### config.mk
export PLATFORM = sky130hd
export DESIGN_NAME = pcpos_seq
export DESIGN_NICKNAME = d
export VERILOG_FILES = /design/src/core/pcpos_pkg.sv /design/src/core/pcpos_seq.sv
export VERILOG_INCLUDE_DIRS = /design/src /design/src/core
export SDC_FILE = /design/constraint.sdc
export NUM_CORES = 1
export LEC_CHECK = 0
export ABC_AREA = 1
export BUFFER_PORTS_ARGS = -buffer_cell sky130_fd_sc_hd__buf_4
export CAP_MARGIN = 25
export CORE_MARGIN = 2
export CORE_UTILIZATION = 35
export DETAILED_ROUTE_END_ITERATION = 10
export GPL_TIMING_DRIVEN = 0
export PLACE_DENSITY = 0.56
export SLEW_MARGIN = 20
export SYNTH_ARGS = -nofsm -noshare
export SYNTH_HDL_FRONTEND = slang
export SYNTH_SLANG_ARGS = --single-unit
### constraint.sdc
create_clock -name pclk -period 1.91 [get_ports pclk]
set_input_delay 0.0955 -clock pclk [delete_from_list [all_inputs] [get_ports pclk]]
set_output_delay 0.0955 -clock pclk [all_outputs]
set_load 0.01 [all_outputs]
### src/core/pcpos_defs.svh
/*
 * Register offsets, command opcodes and packet sizes of the packet
 * command sequencer. Assumes byte addressing on a 32-bit APB bus.
 */
`ifndef PCPOS_DEFS_SVH
`define PCPOS_DEFS_SVH

// ==========================================================================
// Register byte offsets
`define PCPOS_A_DATA    8'h00
`define PCPOS_A_FEAT    8'h04
`define PCPOS_A_IRSN    8'h08
`define PCPOS_A_BCL     8'h10
`define PCPOS_A_BCH     8'h14
`define PCPOS_A_DRVH    8'h18
`define PCPOS_A_STCMD   8'h1c
`define PCPOS_A_CTRL    8'h20

// ==========================================================================
// Opcodes and packet lengths in 16-bit words
`define PCPOS_OP_PACKET 8'ha0
`define PCPOS_OP_SERV   8'ha2
`define PCPOS_PKT12_W   4'h6
`define PCPOS_PKT16_W   4'h8

// ==========================================================================
// Control register fields and reset values
`define PCPOS_CTL_PKT16 0
`define PCPOS_CTL_PKINT 1
`define PCPOS_CTL_RST   2'h0

`endif

### src/core/pcpos_pkg.sv
/*
 * Types of the packet command sequencer: status layout, interrupt
 * reason layout and sequencer states. Assumes nothing else.
 */
package pcpos_pkg;

    // ======================================================================
    // Status register image
    typedef struct packed {
        logic       bsy;
        logic       drdy;
        logic       rsv5;
        logic       serv;
        logic       drq;
        logic [1:0] rsv21;
        logic       err;
    } pcpos_stat_t;

    // ======================================================================
    // Interrupt reason image
    typedef struct packed {
        logic rel;
        logic io;
        logic cod;
    } pcpos_irsn_t;

    typedef enum logic [2:0] {
        ST_IDLE,
        ST_CMDB,
        ST_PKT,
        ST_EXEC,
        ST_DATA,
        ST_REL,
        ST_SVCW,
        ST_SVCG
    } pcpos_state_t;

endpackage

### src/core/pcpos_seq.sv
/*
 * Device-side sequencer for a packet command with PIO data out, plus
 * the service tail of the overlapped flow. The host reaches the task
 * file over APB; the device back end sits on the plain be_ ports, inputs and outputs.
 * Assumes all inputs are synchronous to pclk.
 */
`timescale 1ns/100ps
`include "pcpos_defs.svh"

module pcpos_seq
    import pcpos_pkg::*;
#(
    parameter int BCW = 16
)(
    input  wire logic           pclk,
    input  wire logic           presetn,
    input  wire logic           psel,
    input  wire logic           penable,
    input  wire logic           pwrite,
    input  wire logic [7:0]     paddr,
    input  wire logic [31:0]    pwdata,
    output logic                pready,
    output logic [31:0]         prdata,
    output logic                pslverr,
    output logic                dev_intrq,
    input  wire logic           be_pkt_ready,
    input  wire logic           be_burst,
    input  wire logic [BCW-1:0] be_burst_cnt,
    input  wire logic           be_done,
    input  wire logic           be_err,
    input  wire logic [7:0]     be_err_code,
    input  wire logic           be_release,
    input  wire logic           be_svc_ready,
    input  wire logic [15:0]    be_rdata,
    output logic                be_wvalid,
    output logic                be_wpkt,
    output logic [15:0]         be_wdata,
    output logic                be_rtake,
    output logic                be_cmd_ready,
    output logic [7:0]          be_feat,
    output logic [15:0]         be_bcount
);

    if (BCW < 2 || BCW > 16)
    begin : g_chk
        $error("pcpos_seq: BCW must be 2..16");
    end

    // ======================================================================
    // Address decode
    function automatic logic mapped(input logic [7:0] a);
        mapped = (a == `PCPOS_A_DATA) || (a == `PCPOS_A_FEAT)
              || (a == `PCPOS_A_IRSN) || (a == `PCPOS_A_BCL)
              || (a == `PCPOS_A_BCH)  || (a == `PCPOS_A_DRVH)
              || (a == `PCPOS_A_STCMD) || (a == `PCPOS_A_CTRL);
    endfunction

    pcpos_state_t state_reg;
    pcpos_stat_t  stat_reg;
    pcpos_irsn_t  irsn_reg;
    logic [7:0]   err_reg;
    logic [7:0]   feat_reg;
    logic [7:0]   bcl_reg;
    logic [7:0]   bch_reg;
    logic [7:0]   drvh_reg;
    logic [1:0]   ctrl_reg;
    logic [3:0]   wcnt_reg;
    logic [BCW:0] rem_reg;
    logic         pready_reg;
    logic         acc;
    logic         wr;
    logic         stat_rd;
    logic         data_acc;
    logic         cmd_wr;
    logic [3:0]   pkt_words;
    logic [31:0]  rd_val;

    // A transfer completes on the edge where pready is already high,
    // giving one fixed wait state so prdata can come from a flop.
    assign acc      = psel & penable & pready_reg;
    assign wr       = acc & pwrite;
    assign stat_rd  = acc & ~pwrite & (paddr == `PCPOS_A_STCMD);
    assign cmd_wr   = wr & (paddr == `PCPOS_A_STCMD);
    // Direction follows IO: writes when clear, reads when set
    assign data_acc = acc & (paddr == `PCPOS_A_DATA) & stat_reg.drq
                    & (pwrite != irsn_reg.io);
    assign pkt_words = ctrl_reg[`PCPOS_CTL_PKT16] ? `PCPOS_PKT16_W
                                                  : `PCPOS_PKT12_W;

    // ======================================================================
    // APB read mux
    always_comb
    begin
        rd_val = 32'h0000_0000;
        case (paddr)
            `PCPOS_A_DATA:  rd_val = {16'h0000, be_rdata};
            `PCPOS_A_FEAT:  rd_val = {24'h000000, err_reg};
            `PCPOS_A_IRSN:  rd_val = {29'h0, irsn_reg};
            `PCPOS_A_BCL:   rd_val = {24'h000000, bcl_reg};
            `PCPOS_A_BCH:   rd_val = {24'h000000, bch_reg};
            `PCPOS_A_DRVH:  rd_val = {24'h000000, drvh_reg};
            // DRQ masked while busy so the host never sees both
            `PCPOS_A_STCMD: rd_val = {24'h000000, stat_reg.bsy, stat_reg.drdy,
                                      1'b0, stat_reg.serv,
                                      stat_reg.drq & ~stat_reg.bsy,
                                      2'b00, stat_reg.err};
            `PCPOS_A_CTRL:  rd_val = {30'h0, ctrl_reg};
            default:        rd_val = 32'h0000_0000;
        endcase
    end

    // ======================================================================
    // APB handshake
    always_ff @(posedge pclk or negedge presetn)
    begin
        if (!presetn)
        begin
            pready_reg <= 1'b0;
            prdata     <= 32'h0000_0000;
            pslverr    <= 1'b0;
        end
        else
        begin
            pready_reg <= psel & penable & ~pready_reg;
            if (psel & penable & ~pready_reg)
            begin
                prdata  <= pwrite ? 32'h0000_0000 : rd_val;
                pslverr <= ~mapped(paddr);
            end
        end
    end
    assign pready = pready_reg;

    // ======================================================================
    // Host-written task file and control
    always_ff @(posedge pclk or negedge presetn)
    begin
        if (!presetn)
        begin
            feat_reg <= 8'h00;
            drvh_reg <= 8'h00;
            ctrl_reg <= `PCPOS_CTL_RST;
        end
        else if (wr)
        begin
            case (paddr)
                `PCPOS_A_FEAT: feat_reg <= pwdata[7:0];
                `PCPOS_A_DRVH: drvh_reg <= pwdata[7:0];
                `PCPOS_A_CTRL: ctrl_reg <= pwdata[1:0];
                default:       ;
            endcase
        end
    end

    // ======================================================================
    // Data path toward the back end
    always_ff @(posedge pclk or negedge presetn)
    begin
        if (!presetn)
        begin
            be_wvalid <= 1'b0;
            be_wpkt   <= 1'b0;
            be_wdata  <= 16'h0000;
            be_rtake  <= 1'b0;
        end
        else
        begin
            be_wvalid <= data_acc & pwrite;
            be_wpkt   <= data_acc & pwrite & (state_reg == ST_PKT);
            be_rtake  <= data_acc & ~pwrite;
            if (data_acc & pwrite)
                be_wdata <= pwdata[15:0];
        end
    end

    // ======================================================================
    // Protocol sequencer
    always_ff @(posedge pclk or negedge presetn)
    begin
        if (!presetn)
        begin
            state_reg    <= ST_IDLE;
            stat_reg     <= '0;
            irsn_reg     <= '0;
            err_reg      <= 8'h00;
            bcl_reg      <= 8'h00;
            bch_reg      <= 8'h00;
            wcnt_reg     <= 4'h0;
            rem_reg      <= '0;
            dev_intrq    <= 1'b0;
            be_cmd_ready <= 1'b0;
            be_feat      <= 8'h00;
            be_bcount    <= 16'h0000;
        end
        else
        begin
            be_cmd_ready <= 1'b0;
            // Any later set in this cycle overrides the clear
            if (stat_rd)
                dev_intrq <= 1'b0;
            if (wr && paddr == `PCPOS_A_BCL && !stat_reg.bsy)
                bcl_reg <= pwdata[7:0];
            if (wr && paddr == `PCPOS_A_BCH && !stat_reg.bsy)
                bch_reg <= pwdata[7:0];
            case (state_reg)
                ST_IDLE:
                begin
                    if (cmd_wr && pwdata[7:0] == `PCPOS_OP_PACKET)
                    begin
                        stat_reg.bsy <= 1'b1;
                        stat_reg.err <= 1'b0;
                        irsn_reg.rel <= 1'b0;
                        state_reg    <= ST_CMDB;
                    end
                end
                ST_CMDB:
                begin
                    if (be_pkt_ready)
                    begin
                        irsn_reg.cod <= 1'b1;
                        irsn_reg.io  <= 1'b0;
                        stat_reg.bsy <= 1'b0;
                        stat_reg.drq <= 1'b1;
                        wcnt_reg     <= 4'h0;
                        if (ctrl_reg[`PCPOS_CTL_PKINT])
                            dev_intrq <= 1'b1;
                        state_reg    <= ST_PKT;
                    end
                end
                ST_PKT:
                begin
                    if (data_acc)
                    begin
                        wcnt_reg <= wcnt_reg + 4'h1;
                        if (wcnt_reg + 4'h1 == pkt_words)
                        begin
                            stat_reg.drq <= 1'b0;
                            stat_reg.bsy <= 1'b1;
                            be_feat      <= feat_reg;
                            be_bcount    <= {bch_reg, bcl_reg};
                            be_cmd_ready <= 1'b1;
                            state_reg    <= ST_EXEC;
                        end
                    end
                end
                ST_EXEC:
                begin
                    if (be_done)
                    begin
                        err_reg       <= be_err_code;
                        stat_reg.err  <= be_err;
                        stat_reg.drdy <= 1'b1;
                        stat_reg.bsy  <= 1'b0;
                        stat_reg.drq  <= 1'b0;
                        irsn_reg      <= '{rel: 1'b0, io: 1'b1, cod: 1'b1};
                        dev_intrq     <= 1'b1;
                        state_reg     <= ST_IDLE;
                    end
                    else if (be_burst)
                    begin
                        {bch_reg, bcl_reg} <= 16'(be_burst_cnt);
                        rem_reg      <= {1'b0, be_burst_cnt};
                        irsn_reg.cod <= 1'b0;
                        irsn_reg.io  <= 1'b0;
                        stat_reg.drq <= 1'b1;
                        stat_reg.bsy <= 1'b0;
                        dev_intrq    <= 1'b1;
                        state_reg    <= ST_DATA;
                    end
                    else if (be_release)
                    begin
                        irsn_reg     <= '{rel: 1'b1, io: 1'b0, cod: 1'b0};
                        stat_reg.bsy <= 1'b0;
                        dev_intrq    <= 1'b1;
                        state_reg    <= ST_REL;
                    end
                end
                ST_DATA:
                begin
                    if (data_acc)
                    begin
                        // An odd count ends on a word carrying one byte
                        if (rem_reg <= (BCW+1)'(2))
                        begin
                            stat_reg.drq <= 1'b0;
                            stat_reg.bsy <= 1'b1;
                            state_reg    <= ST_EXEC;
                        end
                        else
                            rem_reg <= rem_reg - (BCW+1)'(2);
                    end
                end
                ST_REL:
                begin
                    if (be_svc_ready)
                    begin
                        stat_reg.serv <= 1'b1;
                        dev_intrq     <= 1'b1;
                        state_reg     <= ST_SVCW;
                    end
                end
                ST_SVCW:
                begin
                    if (cmd_wr && pwdata[7:0] == `PCPOS_OP_SERV)
                    begin
                        stat_reg.bsy <= 1'b1;
                        state_reg    <= ST_SVCG;
                    end
                end
                ST_SVCG:
                begin
                    {bch_reg, bcl_reg} <= 16'(be_burst_cnt);
                    rem_reg       <= {1'b0, be_burst_cnt};
                    stat_reg.drq  <= 1'b1;
                    stat_reg.serv <= 1'b0;
                    stat_reg.bsy  <= 1'b0;
                    irsn_reg      <= '{rel: 1'b0, io: 1'b1, cod: 1'b0};
                    dev_intrq     <= 1'b1;
                    state_reg     <= ST_DATA;
                end
                default:
                    state_reg <= ST_IDLE;
            endcase
        end
    end

endmodule // pcpos_seq

==> results of run 1 <==
tightest hold or removal path, cell delays in order:
cell     delay (ns)
buf_4          0.08
inv_1          0.07
o21ai_0        0.17
what timing repair did:
action,CTS,global route
buffers inserted,4,7
resized for setup,18,23
pin swaps,3,12
endpoints found under the hold margin,134,0
hold buffers,53,0
gates cloned,0,1
endpoints found under the setup margin,46,81
power by group:
group	switching (mW)	internal [mW]
clock network	1.36	1.79
registers	0.540	3.48
logic	2.08	1.43
how the worst max path moves through the flow:
| stage | startpoint | to | slack, ns | depth (start not counted) |
|---|---|---|---|---|
| floorplan | wcnt_reg[0] | state_reg[2] | 0.1 | 10 |
| global placement | rem_reg[1] | rem_reg[10] | -0.24 | 13 |
| detailed placement | rem_reg[1] | rem_reg[13] | -0.25 | 13 |
| CTS | rem_reg[1] | rem_reg[13] | 0.02 | 13 |
| global route | rem_reg[1] | rem_reg[15] | -0.03 | 13 |
| finish | rem_reg[1] | rem_reg[15] | 0.07 | 13 |
through the flow:
stage	total power, mW	TNS (ns)	hold slack (ns)	cell area [sq um]
3_3_place_gp	6.99	-7.01	0.296	8460
6_report	10.7	0	0.0233	9830
3_5_place_dp	7.03	-6.74	0.156	8490
2_1_floorplan	6.03	0	-0.200	7100
5_1_grt	11.4	-0.188	0.0526	9830
4_1_cts	10.4	0	0.000645	9670
cells by family after synthesis:
kind of cell    Yosys count  synth area share, %
simple gates            482                 29.4
compound gates          150                 11.8
mux                       1                0.160
other cells               1               0.0532
fa+ha+maj                 2                0.355
xor+xnor                  4                0.498
buf+inv                 143                 9.11
flops                   137                 48.7
final cells by class:
class | instances | area share, %
sequential | 137 | 34.9
inverter | 100 | 3.84
timing repair buffer | 203 | 17.3
buffer | 43 | 2.90
clock buffer | 18 | 4.37
multi-input combinational | 655 | 32.1
tap | 265 | 3.37
clock inverter | 12 | 1.22
layer usage:
| layer | up-vias | track usage [%] | wire [um] |
|---|---|---|---|
| met4 | 0 | 5.98 | 458 |
| met2 | 179 | 32.6 | 10000 |
| li1 | 3383 | - | - |
| met5 | - | 0 | 0 |
| met1 | 3122 | 27.3 | 9570 |
| met3 | 30 | 4.48 | 1040 |
placed cells by master (no fill, tap or decap), drive strengths merged, types with 2 or more instances in the layout:
cell type | Yosys | final
nor2 | 76 | 76
nand2 | 314 | 314
nand3 | 70 | 70
clkbuf | 10 | 29
conb | 1 | 16
nor3 | 8 | 8
xor2 | 2 | 2
a21oi | 17 | 17
xnor2 | 2 | 2
or2 | 5 | 5
buf | 33 | 182
clkinv | 1 | 3
ha | 2 | 2
dfrtp | 137 | 137
o211ai | 20 | 20
nand4 | 6 | 6
o21a | 2 | 2
inv | 99 | 103
clkinvlp | 0 | 5
o21ai | 109 | 109
dlygate4sd3 | 0 | 53
==> qor.csv, run 1 <==
metric,value,unit
yosysTopAreaCellShare,48.7,%
die-area,21300,sq um
reg2reg_setup_slack,0.07,ns
multi_input_area,3150,sq um
synth_most_common_cell,nand2_1,
coreArea,19600,sq um
path_clk_slew,0.06,ns
power.density,1090,nW/um^2
cts_tree,done,
place_congestion,0.917,
yosysWarningCount,0,
io_pins,170,
syn_area,7040,sq um
maxCapViolCount,0,
die_h,146,um
clock_path_buffers,2,
drive_gt1_share,23.3,%
via_count,6714,
grt_usage,20.2,%
status,"finished, final reports clean",
critPathKind,reg -> reg,
r2r-end,rem_reg[15],
area_growth,39.6,%
grt_remaining_overflow,0,
hold_violations,0,
stdcell_count,1433,
ys_top_cells_by_count,"306 x nand2_1, 137 x dfrtp_1, 95 x inv_1, 92 x o21ai_0, 67 x nand3_1",
synth_top_cell_by_area,dfrtp_1,
rsz0062_at_grt,true,
dr.pass1.iters,5,
arrival,2.19,ns
grt_pass1_wl,34300,um
slowest_stage,dfrtp_1,
synth_area_leaders,"dfrtp_1 49%, nand2_1 16%, o21ai_0 6.5%, inv_1 5.1%, nand3_1 4.8%",
hpwl,15400,um
fillers,1964,
period_minus_slack,1.84,ns
finalSetupViolations,0,
layout_setup_ws,0.0730,ns
die_w,146,um
via_per_inst,4.69,
worstPathMaxFanout,10,
post_drt_wl_per_cell,14.7,um
grt_max_degree,86,
peakVddDrop,0.622,mV
cts_num_sinks,137,
antenna_cells,0,
ys_seq_area_share,48.7,%
synth_edf_count,0,
async_flop_share,100,%
crit_top_cell,nand2_2,
root_buffer,clkbuf_16,
io_buffers,137,
cp-end-kind,flip-flop,
path_buf_inv,3,
dp_cells,1338,
rows,51,
timing.rr.start,rem_reg[1],
worst_ep_required_time,2.26,ns
yosys_register_bits,137,
cp-start-kind,flip-flop,
largest_reg_flops,17,
cpPeakStageDelay,0.40,ns
rr_worst_depth,13,
worstSkewPairLatency,0.43,ns
postSynthCellCount,920,
grt_pass1_vias,6631,
clock_skew,0.0104,ns
min_to,bcl_reg[5],
antenna_found_initial,0,
utilization,50.2,%
cellLeakagePower,5.04,nW
register_area,3430,sq um
drc_errors,0,
synth_flop_cell,dfrtp_1,
initial_core_util,36.0,%
wl,21100,um
dp_worst_setup_slack,-0.254,ns
netlist-cell-type-count,40,
drv_slew,0,
tightest_slew,0.660,ns
slew_headroom,56.0,%
cp_top_family,simple AND/OR/NAND/NOR gates,
hold_depth,3,
min_period_over_period,96.2,%
syn_avg_cell_area,7.66,sq um
fin_nets,1250,
cts_buffers,17,
detail_route.iter0.violations,424,
hp-class,in -> reg,
crit_chain,inv_2 -> ha_4 -> inv_1 -> nor2_2 -> nand2_2 -> nor2_4 -> nand2_2 -> nand3_4 -> nand2_4 -> nand2_8 -> buf_8 -> nand2_1 -> o21ai_1,
htreeDepth,4,
max_freq,544,MHz
ant_nets,0,
hp-start,be_burst_cnt[5],
Note: power is estimated with default switching activity, not from simulation.
==> inputs of run 2 (changes only) <==
REMOVE_ABC_BUFFERS = 1   (was not set)
==> run 2 against run 1 <==
Compared with the run above: wire length rose by 5.6%; first-iteration DRC count rose by 35%; power grew 1.3%; setup slack improved by 0.00090 ns; fmax about the same; combinational power hardly changed; worst hold slack worse by 0.0098 ns; clock skew down 0.0029 ns; via count increased by 0.86%; sequential share of layout area hardly changed; utilization barely moved; cell area barely moved.
==> qor.csv, run 2 (synthesis gave the netlist of run 1 again) <==
metric,value,unit
maxCapViolCount,0,
antenna_found_initial,0,
worstPathMaxFanout,5,
path_clk_slew,0.06,ns
period_minus_slack,1.84,ns
worstSkewPairLatency,0.43,ns
min_period_over_period,96.1,%
dr.pass1.iters,6,
rr_worst_depth,10,
cellLeakagePower,4.96,nW
wl,22200,um
grt_pass1_wl,35600,um
fin_nets,1220,
critPathKind,reg -> reg,
hp-start,be_burst_cnt[14],
arrival,2.15,ns
dp_worst_setup_slack,-0.640,ns
reg2reg_setup_slack,0.07,ns
r2r-end,be_bcount[5],
grt_remaining_overflow,0,
timing.rr.start,wcnt_reg[1],
power.density,1100,nW/um^2
hold_ws,0.0135,ns
cp-end-kind,flip-flop,
drc_errors,0,
cp-start-kind,flip-flop,
p_int,6.69,mW
status,"finished, final reports clean",
tightest_slew,0.799,ns
drive_gt1_share,23.4,%
worst_ep_required_time,2.23,ns
area_growth,39.6,%
cts_buffers,17,
max_freq,545,MHz
die_w,146,um
slowest_stage,dfrtp_1,
layout_setup_ws,0.0739,ns
place_congestion,0.828,
cp_top_family,simple AND/OR/NAND/NOR gates,
hold_depth,3,
htreeDepth,4,
hp-class,in -> reg,
slew_headroom,46.4,%
drv_slew,0,
antenna_cells,0,
switching_share,38.2,%
post_drt_wl_per_cell,15.8,um
final_cell_mix,"296 x nand2_1, 149 x buf_4, 134 x dfrtp_1, 92 x inv_1, 83 x o21ai_0",
p_total,10.8,mW
io_pins,170,
die_h,146,um
hold_violations,0,
crit_top_cell,buf_12,
power.share.clock,30.2,%
grt_pass1_vias,6630,
grt_usage,21.3,%
power_frac_comb,32.4,%
initial_core_util,36.0,%
grt_max_degree,87,
finalSetupViolations,0,
die-area,21300,sq um
ant_nets,0,
cpPeakStageDelay,0.41,ns
peakVddDrop,0.617,mV
cts_tree,done,
crit_chain,ha_4 -> or2_4 -> nor2_4 -> nand2_2 -> nand2_4 -> buf_12 -> buf_12 -> nand3_4 -> nand2_1 -> o21ai_0,
utilization,50.2,%
path_buf_inv,2,
rsz0062_at_grt,true,
rows,51,
largest_reg_flops,17,
coreArea,19600,sq um
hpwl,14500,um
io_buffers,137,
via_count,6772,
root_buffer,clkbuf_16,
cts_num_sinks,137,
via_per_inst,4.82,
p_sw,4.13,mW
min_to,bch_reg[6],
clock_path_buffers,2,
clock_skew,0.00755,ns
pwr-share-seq,37.4,%
final_common_cell,nand2_1,
fillers,1940,
detail_route.iter0.violations,574,
[run 2: cell types whose count changed in the layout (fill, tap and decap cells not counted), moves of 5 or more]
| cell | delta |
|---|---|
| buf_2 | -11 |
| buf_4 | -16 |
| clkbuf_1 | -8 |
| nand2_4 | +5 |
| nand3_4 | +6 |
| o21ai_0 | -8 |
| o21ai_1 | +6 |
[run 2: repair_timing]
item                                   CTS  global route
cloned                                   9             1
pin swaps                                8            15
resized for setup                       34            39
buffers inserted                        11             6
hold buffers                            51             0
setup endpoints to repair               68            83
endpoints found under the hold margin  138             0
[run 2: worst max-delay path by stage]
stage,start,endpoint,cells past startpoint
2_1_floorplan,wcnt_reg[0],be_bcount[0],9
3_3_place_gp,state_reg[2],rem_reg[0],2
3_5_place_dp,wcnt_reg[0],be_bcount[10],7
4_1_cts,wcnt_reg[0],be_bcount[11],10
5_1_grt,wcnt_reg[1],be_bcount[7],10
6_report,wcnt_reg[1],be_bcount[5],10
[run 2: per-stage QoR]
step	TNS, ns	area [sq um]	cells
final	0	9830	1405
after global routing	-0.0203	9830	1405
after CTS	-0.0383	9660	1398
after detailed placement	-30.08	8250	1295
after global placement	-44.47	8200	1294
after floorplan	-3.08	6840	892
[run 2: area by class of cell]
class / instances / area [sq um] / area share (%)
Inverter: 100 / 395 / 4.02
Sequential cell: 137 / 3430 / 34.9
Multi-Input combinational cell: 664 / 3350 / 34.0
Timing Repair inverter: 1 / 3.75 / 0.0382
Timing Repair Buffer: 206 / 1750 / 17.8
Clock buffer: 20 / 457 / 4.64
Clock inverter: 12 / 114 / 1.16
Tap cell: 265 / 332 / 3.37
[run 2: layer usage]
layer	vias to the layer above	part of all wire, %	wire, um	global-route usage [%]
met5	-	0	0	0
met4	0	1.4	303	4.90
met3	26	5.7	1280	4.76
met2	212	48	10800	35.7
met1	3186	45	9910	28.1
li1	3348	-	-	-
[run 2: power by group through the flow]
| stage | combinational (mW) | clock [mW] | sequential [mW] |
|---|---|---|---|
| finish | 3.51 | 3.26 | 4.04 |
| floorplan | 2.05 | 0 | 3.87 |
| CTS | 3.30 | 3.33 | 4.01 |
| global route | 3.98 | 3.44 | 4.11 |
| detailed placement | 2.80 | 0 | 4.06 |
| global placement | 2.74 | 0 | 4.05 |
[run 2: worst min-delay path, cell delays in order]
cell	delay, ns
buf_4	0.07
inv_1	0.08
o21ai_0	0.16
==> inputs of run 3 (changes only) <==
ABC_AREA = not set   (was 1)
CTS_BUF_LIST = sky130_fd_sc_hd__clkbuf_8 sky130_fd_sc_hd__clkbuf_16   (was not set)
PLACE_DENSITY = 0.57   (was 0.56)
==> run 3 against run 2 <==
Compared with the run above: utilization grew 2.4 points; setup slack lost 0.58 ns; power grew 0.28%; critical path type unchanged; cell count shrank 22%; the run now ends with setup timing left; critical path depth shrank 3; combinational power shrank 3%.
==> qor.csv, run 3 <==
metric,value,unit
netlist-cell-type-count,58,
p_int,7.02,mW
critPathKind,reg -> reg,
synth_most_common_cell,dfrtp_1,
hold_depth,3,
drv_slew,0,
rows,50,
min_to,dev_intrq,
yosysWarningCount,0,
power.density,1100,nW/um^2
synth_top_cell_by_area,dfrtp_1,
fin_nets,948,
grt_pass1_vias,5944,
hpwl,13800,um
yosysTopAreaCellShare,51.2,%
cts_tree,done,
cts_buffers,17,
post_drt_wl_per_cell,18.8,um
synthSimpleGateAreaFrac,13.9,%
die_w,142,um
p_total,10.8,mW
synth_flop_cell,dfrtp_1,
slew_headroom,45.4,%
maxCapViolCount,0,
cts_num_sinks,137,
fin_area,9840,sq um
switching_share,35.3,%
io_buffers,137,
coreArea,18700,sq um
final_cell_mix,"174 x buf_4, 131 x dfrtp_1, 66 x mux2_2, 60 x nand2_1, 53 x dlygate4sd3_1",
grt_max_degree,101,
min_period_over_period,126,%
finalSetupViolations,45,
stdcell_count,1102,
arrival,2.72,ns
initial_core_util,35.8,%
hp-start,pwrite,
postSynthCellCount,625,
period_minus_slack,2.41,ns
dp_cells,964,
htreeDepth,4,
worstPathMaxFanout,3,
power_frac_comb,31.2,%
power.share.clock,30.7,%
drive_gt1_share,41.6,%
status,"finished, violations left",
wl,20800,um
violations,setup timing,
synth_area_leaders,"dfrtp_1 51%, mux2_2 11%, o21ai_0 4.1%, nand2_1 3.6%, mux2i_1 3.1%",
detail_route.iter0.violations,449,
rsz0062_at_grt,true,
cp-start-kind,flip-flop,
worst_ep_required_time,2.22,ns
dp_worst_setup_slack,-1.53,ns
cellLeakagePower,4.50,nW
grt_pass1_wl,32200,um
synth_edf_count,0,
top_layer_used,met4,
clock_path_buffers,2,
place_area,7890,sq um
hold_violations,0,
root_buffer,clkbuf_16,
peakVddDrop,0.589,mV
grt_remaining_overflow,0,
hold_ws,0.0113,ns
synthAdderAreaFrac,0.374,%
met3_wirelength,1160,um
ys_top_cells_by_count,"137 x dfrtp_1, 68 x mux2_2, 64 x nand2_1, 55 x o21ai_0, 29 x clkbuf_1",
final_common_cell,buf_4,
place_congestion,0.864,
antenna_cells,0,
synth_compound_area_share,14.6,%
ant_nets,0,
reg2reg_setup_slack,-0.50,ns
die-area,20200,sq um
syn_avg_cell_area,10.7,sq um
cp-end-kind,flip-flop,
drc_errors,0,
rr_worst_depth,7,
largest_reg_flops,17,
antenna_found_initial,0,
synth_top_family_by_area,compound AO/OA/AOI/OAI gates,
ys_seq_area_share,51.2,%
timing.rr.start,rem_reg[12],
hp-class,in -> reg,
area_growth,47.1,%
layout_setup_ws,-0.502,ns
worstSkewPairLatency,0.43,ns
pwr-share-seq,38.1,%
syn_area,6690,sq um
dr.pass1.iters,5,
async_flop_share,100,%
utilization,52.6,%
path_clk_slew,0.06,ns
clock_skew,0.0126,ns
via_count,5926,
io_pins,170,
max_freq,415,MHz
synth_mux_area_share,14.6,%
tightest_slew,0.813,ns
p_sw,3.82,mW
synth_xor_area_share,0.393,%
via_per_inst,5.38,
yosys_register_bits,137,
wl_met2,9810,um
r2r-end,state_reg[0],
wl_met1,9280,um
tns,-17.11,ns
die_h,142,um
grt_usage,20.7,%
==> run 3: cell count changes in the layout (fill, tap and decap cells not counted), sizes merged, moves of 11 or more <==
cell | before | now
nand2 | 317 | 64
inv | 104 | 23
mux2 | 1 | 68
nand3 | 76 | 12
o21ai | 109 | 55
nor2 | 76 | 28
buf | 155 | 193
mux2i | 0 | 21
a22oi | 0 | 15
o211ai | 20 | 5
a22o | 0 | 11
nor4 | 1 | 12
==> run 3: how the worst max path moves through the flow <==
stage / start / endpoint / slack, ns / depth (start not counted)
after global routing: rem_reg[12] / state_reg[0] / -0.57 / 7
final: rem_reg[12] / state_reg[0] / -0.50 / 7
after floorplan: wcnt_reg[0] / be_bcount[0] / -0.96 / 6
after detailed placement: state_reg[2] / rem_reg[12] / -1.53 / 6
after global placement: state_reg[2] / rem_reg[12] / -1.93 / 6
after CTS: rem_reg[11] / state_reg[0] / -0.51 / 7
==> run 3: cells by family after synthesis <==
group | count (synthesis)
AOI/OAI and AO/OA | 152
adders and majority gates | 2
xor gates and xnor gates | 3
and+or+nand+nor | 178
DFF | 137
buffers and inverters | 63
other | 1
muxes | 89
==> run 3: worst max-delay path, cell delays in order (launching register included) <==
cell and delay [ns]:
dfrtp_1 0.40, or4_4 0.55, or3_4 0.36, o41ai_4 0.20
buf_4 0.18, o211ai_1 0.12, nor2_2 0.16, mux2_4 0.31
==> run 3: power groups by stage <==
stage | registers (mW) | clock network [mW] | logic, mW
after floorplan | 3.84 | 0 | 1.48
after global placement | 4.07 | 0 | 2.04
after detailed placement | 4.10 | 0 | 2.11
after CTS | 4.10 | 3.38 | 2.96
after global routing | 4.19 | 3.50 | 3.66
final | 4.13 | 3.33 | 3.39
==> run 3: final cells by class <==
cell class                      count  area (sq um)
Fill cell                        1629          8870
Multi-Input combinational cell    440          3350
Sequential cell                   137          3440
Timing Repair Buffer              247          2130
Clock buffer                       18           439
Clock inverter                     14           149
Inverter                           12          45.0
Tap cell                          234           293
==> run 3: layer usage <==
metal | vias up | global-route usage, %
met5 | - | 0
met4 | 0 | 7.37
met3 | 35 | 4.04
met2 | 214 | 33.4
met1 | 2955 | 27.7
li1 | 2722 | -
==> run 3: timing repair <==
action | in CTS | in global routing
gates resized for setup | 73 | 27
hold buffers | 53 | 0
setup buffers | 36 | 18
pin swaps | 26 | 17
hold endpoints to repair | 180 | 0
cloned | 0 | 1
setup endpoints to repair | 116 | 93
